$ cat src/pkg/swt_pkg.sv
// Constants shared by the sleep wakeup timer block
`default_nettype none
package swt_pkg;
  localparam int          ADDR_W       = 8;
  localparam int          CNT_W_DEF    = 35;
  localparam int          REF_W_DEF    = 32;
  localparam int          N_TMR        = 2;
  // Register byte offsets
  localparam logic [7:0]  OFF_CTRL     = 8'h00;
  localparam logic [7:0]  OFF_CMD      = 8'h04;
  localparam logic [7:0]  OFF_STATUS   = 8'h08;
  localparam logic [7:0]  OFF_T0_LO    = 8'h0c;
  localparam logic [7:0]  OFF_T0_HI    = 8'h10;
  localparam logic [7:0]  OFF_T1_LO    = 8'h14;
  localparam logic [7:0]  OFF_T1_HI    = 8'h18;
  localparam logic [7:0]  OFF_CAL_REF  = 8'h1c;
  localparam logic [7:0]  OFF_INT_STAT = 8'h20;
  localparam logic [7:0]  OFF_INT_MASK = 8'h24;
  // Control register fields
  localparam int          CTRL_HOLD    = 0;
  localparam int          CTRL_SEL_LO  = 1;
  // Command register fields
  localparam int          CMD_START_LO = 0;
  localparam int          CMD_STOP_LO  = 2;
  localparam int          CMD_CAL      = 4;
  // Status register fields
  localparam int          ST_RUN_LO    = 0;
  localparam int          ST_EXP_LO    = 2;
  // Interrupt status bits
  localparam int          IRQ_CAL      = 2;
  localparam int          IRQ_W        = 3;
  // Slow clock source select
  localparam logic [1:0]  SEL_RC       = 2'h0;
  localparam logic [1:0]  SEL_XTAL     = 2'h1;
  localparam logic [1:0]  SEL_EXT      = 2'h2;
  // Reset values
  localparam logic [1:0]  SEL_RST      = 2'h0;
  localparam logic [IRQ_W-1:0] MASK_RST = 3'h0;
  // Nominal calibration figures: slow periods and expected 16 MHz ticks
  localparam int          CAL_NOM_PER  = 20;
  localparam int          CAL_NOM_REF  = 10000;
endpackage : swt_pkg
`default_nettype wire

$ cat src/core/swt_wakeup_timers.sv
// Two slow-clock wakeup timers with RC calibration counter and APB slave
//
// Behaviour
// - Two independent wakeup timers, each a 35-bit down-counter.
// - Timers tick on the selected slow clock: RC, crystal or external input.
// - Timers freeze in deep sleep; they may count during ordinary sleep.
// - A software bit stops the timers while in ordinary sleep.
// - Reaching zero raises interrupt if enabled, wakeup event if enabled and asleep.
// - A timer wakeup event can end the sleep period.
// - After zero the counter keeps decrementing until software stops it.
// - Start loads the programmed count and decrements on each slow tick.
// - Stop holds the counter value at any time; a tick to zero in the stop cycle still raises flags.
// - Status shows running and expired per timer, even when masked.
// - Reading the status clears the expired flags that the read returned.
// - Reference counter runs on the system clock only while awake.
// - In calibration timer 0 counts down while the reference counts up.
// - Timer 0 reaching zero stops the reference; its count is readable.
// - Nominal RC over twenty periods gives the nominal reference count.
//
// Implementation choices: the register addresses and register access over APB.
`timescale 1ns/1ps
`default_nettype none
module swt_wakeup_timers #(
  parameter int CNT_W = swt_pkg::CNT_W_DEF,
  parameter int REF_W = swt_pkg::REF_W_DEF
) (
  input  wire logic                      core_clk,
  input  wire logic                      rstn,
  input  wire logic                      psel,
  input  wire logic                      penable,
  input  wire logic                      pwrite,
  input  wire logic [swt_pkg::ADDR_W-1:0] paddr,
  input  wire logic [31:0]               pwdata,
  input  wire logic                      slow_rc,
  input  wire logic                      slow_xtal,
  input  wire logic                      slow_ext,
  input  wire logic                      sleep_mode,
  input  wire logic                      deep_sleep,
  output logic      [31:0]               prdata,
  output logic                           pready,
  output logic                           pslverr,
  output logic                           irq,
  output logic                           wake_event
);
  localparam int HI_W = CNT_W - 32;
  // Count registers of timer 1 sit one pair above those of timer 0
  localparam logic [7:0] T_STRIDE = swt_pkg::OFF_T1_LO - swt_pkg::OFF_T0_LO;

  if (CNT_W <= 32 || CNT_W > 64) begin : g_bad_cnt
    $error("CNT_W must lie in 33..64");
  end
  if (REF_W < 1 || REF_W > 32) begin : g_bad_ref
    $error("REF_W must lie in 1..32");
  end
  // Status and command fields hold exactly two timers
  if (swt_pkg::N_TMR != 2) begin : g_bad_tmr
    $error("N_TMR must be 2");
  end

  function automatic logic [CNT_W-1:0] dec_cnt(input logic [CNT_W-1:0] v);
    dec_cnt = v - {{(CNT_W-1){1'b0}}, 1'b1};
  endfunction

  function automatic logic [31:0] lo_word(input logic [CNT_W-1:0] v);
    lo_word = v[31:0];
  endfunction

  function automatic logic [31:0] hi_word(input logic [CNT_W-1:0] v);
    hi_word = {{(64-CNT_W){1'b0}}, v[CNT_W-1:32]};
  endfunction

  logic [1:0]                    clk_sel;
  logic                          sleep_hold;
  logic [CNT_W-1:0]              load_val [swt_pkg::N_TMR];
  logic [CNT_W-1:0]              cnt      [swt_pkg::N_TMR];
  logic [swt_pkg::N_TMR-1:0]     run;
  logic [swt_pkg::N_TMR-1:0]     expired;
  logic [swt_pkg::N_TMR-1:0]     cap_exp;
  logic [swt_pkg::IRQ_W-1:0]     int_stat;
  logic [swt_pkg::IRQ_W-1:0]     int_mask;
  logic                          cal_active;
  logic [REF_W-1:0]              ref_cnt;
  logic                          slow_prev;
  logic                          slow_sel;
  logic                          slow_tick;
  logic                          count_en;
  logic [swt_pkg::N_TMR-1:0]     zero_hit;
  logic                          acc;
  logic                          wr;
  logic                          rd;
  logic                          cmd_wr;
  logic                          cal_go;
  logic [swt_pkg::N_TMR-1:0]     start_cmd;
  logic [swt_pkg::N_TMR-1:0]     stop_cmd;
  logic [31:0]                   next_rdata;
  logic                          next_err;

  // Slow clock source and its rising edge as a one-cycle enable
  always_comb begin
    case (clk_sel)
      swt_pkg::SEL_RC:   slow_sel = slow_rc;
      swt_pkg::SEL_XTAL: slow_sel = slow_xtal;
      swt_pkg::SEL_EXT:  slow_sel = slow_ext;
      default:           slow_sel = slow_rc;
    endcase
  end

  always_ff @(posedge core_clk or negedge rstn) begin
    if (!rstn) begin
      slow_prev <= 1'b0;
    end else begin
      slow_prev <= slow_sel;
    end
  end

  assign slow_tick = slow_sel & ~slow_prev;
  // Frozen in deep sleep, optionally held in ordinary sleep
  assign count_en  = slow_tick & ~deep_sleep
                   & ~(sleep_mode & sleep_hold);

  // APB decode; one wait-free access phase, data prepared in setup
  assign acc    = psel & penable & pready;
  assign wr     = acc & pwrite;
  assign rd     = acc & ~pwrite;
  assign cmd_wr = wr & (paddr == swt_pkg::OFF_CMD);
  assign cal_go = cmd_wr & pwdata[swt_pkg::CMD_CAL];

  always_comb begin
    for (int i = 0; i < swt_pkg::N_TMR; i++) begin
      stop_cmd[i]  = cmd_wr & pwdata[swt_pkg::CMD_STOP_LO + i];
      start_cmd[i] = cmd_wr & pwdata[swt_pkg::CMD_START_LO + i];
    end
    start_cmd[0] = start_cmd[0] | cal_go;
  end

  always_comb begin
    for (int i = 0; i < swt_pkg::N_TMR; i++) begin
      zero_hit[i] = run[i] & count_en
                  & (cnt[i] == {{(CNT_W-1){1'b0}}, 1'b1});
    end
  end

  always_ff @(posedge core_clk or negedge rstn) begin
    if (!rstn) begin
      pready <= 1'b0;
    end else begin
      pready <= psel & ~penable;
    end
  end

  always_comb begin
    next_rdata = 32'h0000_0000;
    next_err   = 1'b0;
    case (paddr)
      swt_pkg::OFF_CTRL: begin
        next_rdata[swt_pkg::CTRL_HOLD] = sleep_hold;
        next_rdata[swt_pkg::CTRL_SEL_LO +: 2] = clk_sel;
      end
      swt_pkg::OFF_CMD: next_rdata = 32'h0000_0000;
      swt_pkg::OFF_STATUS: begin
        next_rdata[swt_pkg::ST_RUN_LO +: 2] = run;
        next_rdata[swt_pkg::ST_EXP_LO +: 2] = expired;
      end
      // Live count, so latency after zero can be measured
      swt_pkg::OFF_T0_LO:    next_rdata = lo_word(cnt[0]);
      swt_pkg::OFF_T0_HI:    next_rdata = hi_word(cnt[0]);
      swt_pkg::OFF_T1_LO:    next_rdata = lo_word(cnt[1]);
      swt_pkg::OFF_T1_HI:    next_rdata = hi_word(cnt[1]);
      swt_pkg::OFF_CAL_REF:  next_rdata[REF_W-1:0] = ref_cnt;
      swt_pkg::OFF_INT_STAT: next_rdata[swt_pkg::IRQ_W-1:0] = int_stat;
      swt_pkg::OFF_INT_MASK: next_rdata[swt_pkg::IRQ_W-1:0] = int_mask;
      default:               next_err = 1'b1;
    endcase
  end

  // Expired bits are snapshotted with the read data, so a flag that
  // rises after the snapshot survives the clearing read
  always_ff @(posedge core_clk or negedge rstn) begin
    if (!rstn) begin
      prdata  <= 32'h0000_0000;
      pslverr <= 1'b0;
      cap_exp <= '0;
    end else if (psel && !penable) begin
      prdata  <= next_rdata;
      pslverr <= next_err;
      cap_exp <= (paddr == swt_pkg::OFF_STATUS) ? expired : '0;
    end
  end

  always_ff @(posedge core_clk or negedge rstn) begin
    if (!rstn) begin
      sleep_hold <= 1'b0;
      clk_sel    <= swt_pkg::SEL_RST;
      int_mask   <= swt_pkg::MASK_RST;
    end else if (wr && paddr == swt_pkg::OFF_CTRL) begin
      sleep_hold <= pwdata[swt_pkg::CTRL_HOLD];
      clk_sel    <= pwdata[swt_pkg::CTRL_SEL_LO +: 2];
    end else if (wr && paddr == swt_pkg::OFF_INT_MASK) begin
      int_mask   <= pwdata[swt_pkg::IRQ_W-1:0];
    end
  end

  always_ff @(posedge core_clk or negedge rstn) begin
    if (!rstn) begin
      for (int i = 0; i < swt_pkg::N_TMR; i++) begin
        load_val[i] <= '0;
      end
    end else if (wr) begin
      for (int i = 0; i < swt_pkg::N_TMR; i++) begin
        if (paddr == swt_pkg::OFF_T0_LO + T_STRIDE * 8'(i)) begin
          load_val[i][31:0] <= pwdata;
        end
        if (paddr == swt_pkg::OFF_T0_HI + T_STRIDE * 8'(i)) begin
          load_val[i][CNT_W-1:32] <= pwdata[HI_W-1:0];
        end
      end
    end
  end

  // Stop wins over start in the same write
  always_ff @(posedge core_clk or negedge rstn) begin
    if (!rstn) begin
      for (int i = 0; i < swt_pkg::N_TMR; i++) begin
        cnt[i] <= '0;
        run[i] <= 1'b0;
      end
    end else begin
      for (int i = 0; i < swt_pkg::N_TMR; i++) begin
        if (stop_cmd[i]) begin
          run[i] <= 1'b0;
        end else if (start_cmd[i]) begin
          cnt[i] <= load_val[i];
          run[i] <= 1'b1;
        end else if (run[i] && count_en) begin
          cnt[i] <= dec_cnt(cnt[i]);
        end
      end
    end
  end

  // Set wins over the clearing read
  always_ff @(posedge core_clk or negedge rstn) begin
    if (!rstn) begin
      expired <= '0;
    end else begin
      expired <= (expired & ~(rd ? cap_exp : '0)) | zero_hit;
    end
  end

  // Reference counts system clocks in the timer 0 window while awake;
  // the nominal count assumes a 16 MHz system clock
  always_ff @(posedge core_clk or negedge rstn) begin
    if (!rstn) begin
      cal_active <= 1'b0;
      ref_cnt    <= '0;
    end else if (cal_go && !stop_cmd[0]) begin
      cal_active <= 1'b1;
      ref_cnt    <= '0;
    end else if (cal_active) begin
      if (zero_hit[0] || stop_cmd[0]) begin
        cal_active <= 1'b0;
      end
      if (!sleep_mode && !deep_sleep) begin
        ref_cnt <= ref_cnt + REF_W'(1);
      end
    end
  end

  always_ff @(posedge core_clk or negedge rstn) begin
    if (!rstn) begin
      int_stat <= '0;
    end else begin
      int_stat <= (int_stat & ~((wr && paddr == swt_pkg::OFF_INT_STAT)
                  ? pwdata[swt_pkg::IRQ_W-1:0] : '0))
                | {zero_hit[0] & cal_active, zero_hit};
    end
  end

  // Wakeup needs the timer interrupt enabled, as software is told to do
  always_ff @(posedge core_clk or negedge rstn) begin
    if (!rstn) begin
      irq        <= 1'b0;
      wake_event <= 1'b0;
    end else begin
      irq        <= |(int_stat & int_mask);
      wake_event <= (sleep_mode | deep_sleep)
                  & |(zero_hit & int_mask[swt_pkg::N_TMR-1:0]);
    end
  end
endmodule : swt_wakeup_timers
`default_nettype wire

$ cat config.mk
export PLATFORM = sky130hd
export DESIGN_NAME = swt_wakeup_timers
export DESIGN_NICKNAME = d
export VERILOG_FILES = /design/src/pkg/swt_pkg.sv /design/src/core/swt_wakeup_timers.sv
export SDC_FILE = /design/constraint.sdc
export NUM_CORES = 1
export LEC_CHECK = 0
export ABC_AREA = 0
export BUFFER_PORTS_ARGS = -buffer_cell sky130_fd_sc_hd__buf_2
export CAP_MARGIN = 20
export CORE_MARGIN = 3
export CORE_UTILIZATION = 25
export CTS_CLUSTER_DIAMETER = 50
export CTS_CLUSTER_SIZE = 14
export DETAILED_ROUTE_END_ITERATION = 8
export PLACE_DENSITY_LB_ADDON = 0.25
export SYNTH_ARGS = -nofsm -noshare
export SYNTH_HDL_FRONTEND = slang
export SYNTH_SLANG_ARGS = --single-unit
export TNS_END_PERCENT = 30
$ cat constraint.sdc
create_clock -name core_clk -period 3.1 [get_ports core_clk]
set_input_delay 0.31 -clock core_clk [delete_from_list [all_inputs] [get_ports core_clk]]
set_output_delay 0.31 -clock core_clk [all_outputs]
set_load 0.05 [all_outputs]
==> flow_summary_export.csv <==
group,metric,value,unit
critical_path,timing.critical_path.to_type,"flip-flop",
clocking,cts_tree,"yes",
clocking,h-tree-depth,1,
layout,final_cell_mix,"dfrtp_1, o21ai_0, nand2_1",
yosys,sequential_element_share_of_the_synthesized_area,0.483,
layout,area_growth_syn_to_layout,22.6,%
placement,place_worst_setup_slack,0.478,ns
placement,placedInstanceArea,13000,um2
grt,grt_start_max_net_pins,87,
die,die_w,222,um
sta,skew,0.0152,ns
route,avgViaCountPerCell,5.29,
min_path,hold_path_startpoint,"sleep_mode",
critical_path,reg2reg_setup_slack,0.45,ns
status,outcome,"finished, final reports clean",
clocking,bufs_on_longest_clock_path,3,
run,max_cap_violations,0,
yosys,mappedNetlistNets,1275,
die,floorplan.die_area,49300,um2
grt,groute.layer.met3.usage,0.0367,
die,i_o_pin_count,86,
yosys,synthesis.area,11700,um2
placement,port_buffers,85,
grt,number_of_antenna_violations_at_the_first_check_in_global_routing,1,
pwr,irDropWorstVdd,0.000409,V
sta,layout_worst_path_cycle_share,0.856,
sta,rsz_0062_raised_after_global_routing,"false",
placement,finalWeightedCongestion,0.883,
critical_path,path_max_fanout,5,
route,final_routed_drc_violation_total,0,
layout,post-route-cell-area,14300,um2
sta,finalHoldViolations,0,
sta,setup_slack,0.448,ns
sta,timing_worst_slew_pin_value,0.907,ns
sta,max_clock_freq,377,MHz
layout,num-nets-final,1389,
sta,report.final.slew_viol_count,0,
yosys,synthFlopType,"dfrtp_1",
yosys,ys_ff_latch,225,
sta,max-slew-margin-rel,0.394,
clocking,clk_latency,0.58,ns
clocking,post_cts.resized_instances,0,
min_path,timing.hold.worst.class,"in -> reg",
grt,wire_length_of_the_first_global_routing_pass,64100,um
route,route.vias.total,10353,
clocking,clkSlewWorstSetupHoldPaths,0.06,ns
yosys,yosysWarnings,0,
route,detail_route.wirelength,41500,um
clocking,cts_inserted_buffers,31,
die,start_util,0.255,
critical_path,worst_setup_path_startpoint,"cnt[35]",
clocking,cts-root-buf,"clkbuf_16",
sta,final_setup_violation_count,0,
sta,layout_min_cycle_time,2.65,ns
route,first_iter_violations,942,
critical_path,worst-endpoint-arrival,3.15,ns
yosys,synth_edf_count,0,
yosys,synthArstFlopShare,1.00,
critical_path,startpoint_class,"flip-flop",
pwr,p_per_area,476,nW/um2
critical_path,worstPathRequired,3.59,ns
critical_path,reg2reg_from,"cnt[35]",
sta,tns,0,ns
layout,antenna_cells,0,
layout,final_layout_size_suffix_gt1_frac,0.206,
grt,grt_pass1_vias,10248,
critical_path,worstSetupPathType,"reg -> reg",
route,antenna_left,0,
grt,track_usage,0.166,
die,placementRows,78,
yosys,synthDistinctLibCells,67,
placement,post-dp-hpwl,30600,um
grt,grt_remaining_overflow,0,
pwr,p_leak,6.29,nW
grt,groute.layer.met2.usage,0.258,
die,vertical_extent_of_the_die,222,um
yosys,syn-instance-count,1218,
clocking,tritoncts_num_sinks,225,
yosys,syn_avg_cell_area,9.57,um2
layout,layout_commonest_cell,"dfrtp_1",
route,drtPass1Iterations,6,
grt,grt.busiest_layer,"met2",
die,core_area,45700,um2
route,wl_per_cell,21.2,um
grt,groute.layer.met1.usage,0.238,
==> synthesized netlist by cell type (3+ instances only) <==
library cell    n  share of area
a31oi_1         5         0.0027
o22ai_1        15         0.0080
a2bb2oi_1       8         0.0060
mux2i_1         8         0.0069
xor2_1          3         0.0023
nor2_1         78          0.025
a222oi_1       15          0.013
o2bb2ai_1      12         0.0090
nor4_1         29          0.016
nor2b_1         3         0.0016
nand2b_1        5         0.0027
ha_1            7         0.0075
inv_1          30         0.0097
o21ai_0       116          0.050
a21oi_1        92          0.039
a211oi_1        4         0.0026
nand2_1       108          0.035
nor4b_1         7         0.0053
o311ai_0        4         0.0030
or4_1          17          0.011
nand3_1        44          0.019
nor3b_1         4         0.0026
dfrtp_1       225           0.48
buf_2           7         0.0030
a22o_1         19          0.014
nor4_2          3         0.0032
o211ai_1        7         0.0045
and2_1          4         0.0021
xnor2_1        24          0.018
a21o_1          7         0.0045
o41ai_1         6         0.0045
nand4_1        25          0.013
nor3_1         46          0.020
or2_2           3         0.0016
o31ai_1         3         0.0019
a22oi_1        23          0.015
and3_1          6         0.0032
and4_1          8         0.0060
nand4b_1        4         0.0030
mux2_2         62          0.060
o32ai_1         5         0.0038
nand3b_1        3         0.0019
buf_1           5         0.0016
clkbuf_1       67          0.022
or3_1          13         0.0070
==> per-layer routing <==
layer | part of all wire | wire (um) | vias up
met4 | 0.017 | 714 | 0
met1 | 0.46 | 19200 | 5145
li1 | - | - | 4810
met3 | 0.077 | 3220 | 50
met2 | 0.44 | 18500 | 348
met5 | 0 | 0 | -
==> worst max-delay path, cell delays in order, from the launching register on <==
cell	delay [ns]
dfrtp_1	0.41
inv_1	0.12
ha_1	0.22
nor4b_1	0.51
buf_4	0.22
nand4b_1	0.18
or4_1	0.56
a21oi_1	0.17
a2bb2oi_1	0.19
==> repair_timing <==
| item | 4_1_cts | 5_1_grt |
|---|---|---|
| hold buffers | 24 | 0 |
| setup buffers | 0 | 0 |
| hold endpoints to repair | 125 | 0 |
==> area by class of cell <==
class | count | area [um2]
clock buffer | 34 | 807
clock inverter | 24 | 253
fill | 4815 | 31400
inverter | 30 | 113
multi-input combinational | 882 | 5610
sequential | 225 | 5630
tap | 600 | 751
timing repair buffer | 162 | 1120
==> report_power, final <==
part / total [W] / internal, W / switching [W]
clock: 0.00362 / 0.00211 / 0.00152
sequential: 0.00296 / 0.00295 / 0.00000874
combinational: 0.000228 / 0.0000749 / 0.000154
total: 0.00681 / 0.00513 / 0.00168
==> metrics by stage <==
step | hold slack (ns) | cells | utilization | total power [W]
detailed placement | 0.385 | 1875 | 0.284 | 0.00322
finish | 0.0189 | 1957 | 0.313 | 0.00681
global placement | 0.385 | 1875 | 0.284 | 0.00322
global route | 0.0115 | 1957 | 0.313 | 0.00705
floorplan | 0.0144 | 1218 | - | 0.00306
CTS | 0.00208 | 1957 | 0.313 | 0.00690
==> state kept, by name, summed over array words and instances, names as in the netlist, 3 cells and up <==
name and flops:
int_stat 3, ref_cnt 32, int_mask 3, cnt 70
load_val 70, prdata 32
==> worst paths after layout <==
check	endpoint	depth (start not counted)
max	cnt[65]	8
min	wake_event	3
max reg2reg	cnt[65]	8
min reg2reg	prdata[7]	2
max in group asynchronous	load_val[1]	3
min in group asynchronous	prdata[1]	2
==> cell families (layout without fill, tap and decap cells) <==
logic type,after synthesis,after routing,share of synthesized area
buffers and inverters,111,250,0.0378
adder cells (fa/ha/maj),7,7,0.00751
XOR/XNOR,27,27,0.0203
multiplexers,71,71,0.0687
AO/OA/AOI/OAI,355,355,0.193
flip-flops,225,225,0.483
AND/OR/NAND/NOR,422,422,0.190
(Power assumes the default switching activity.)
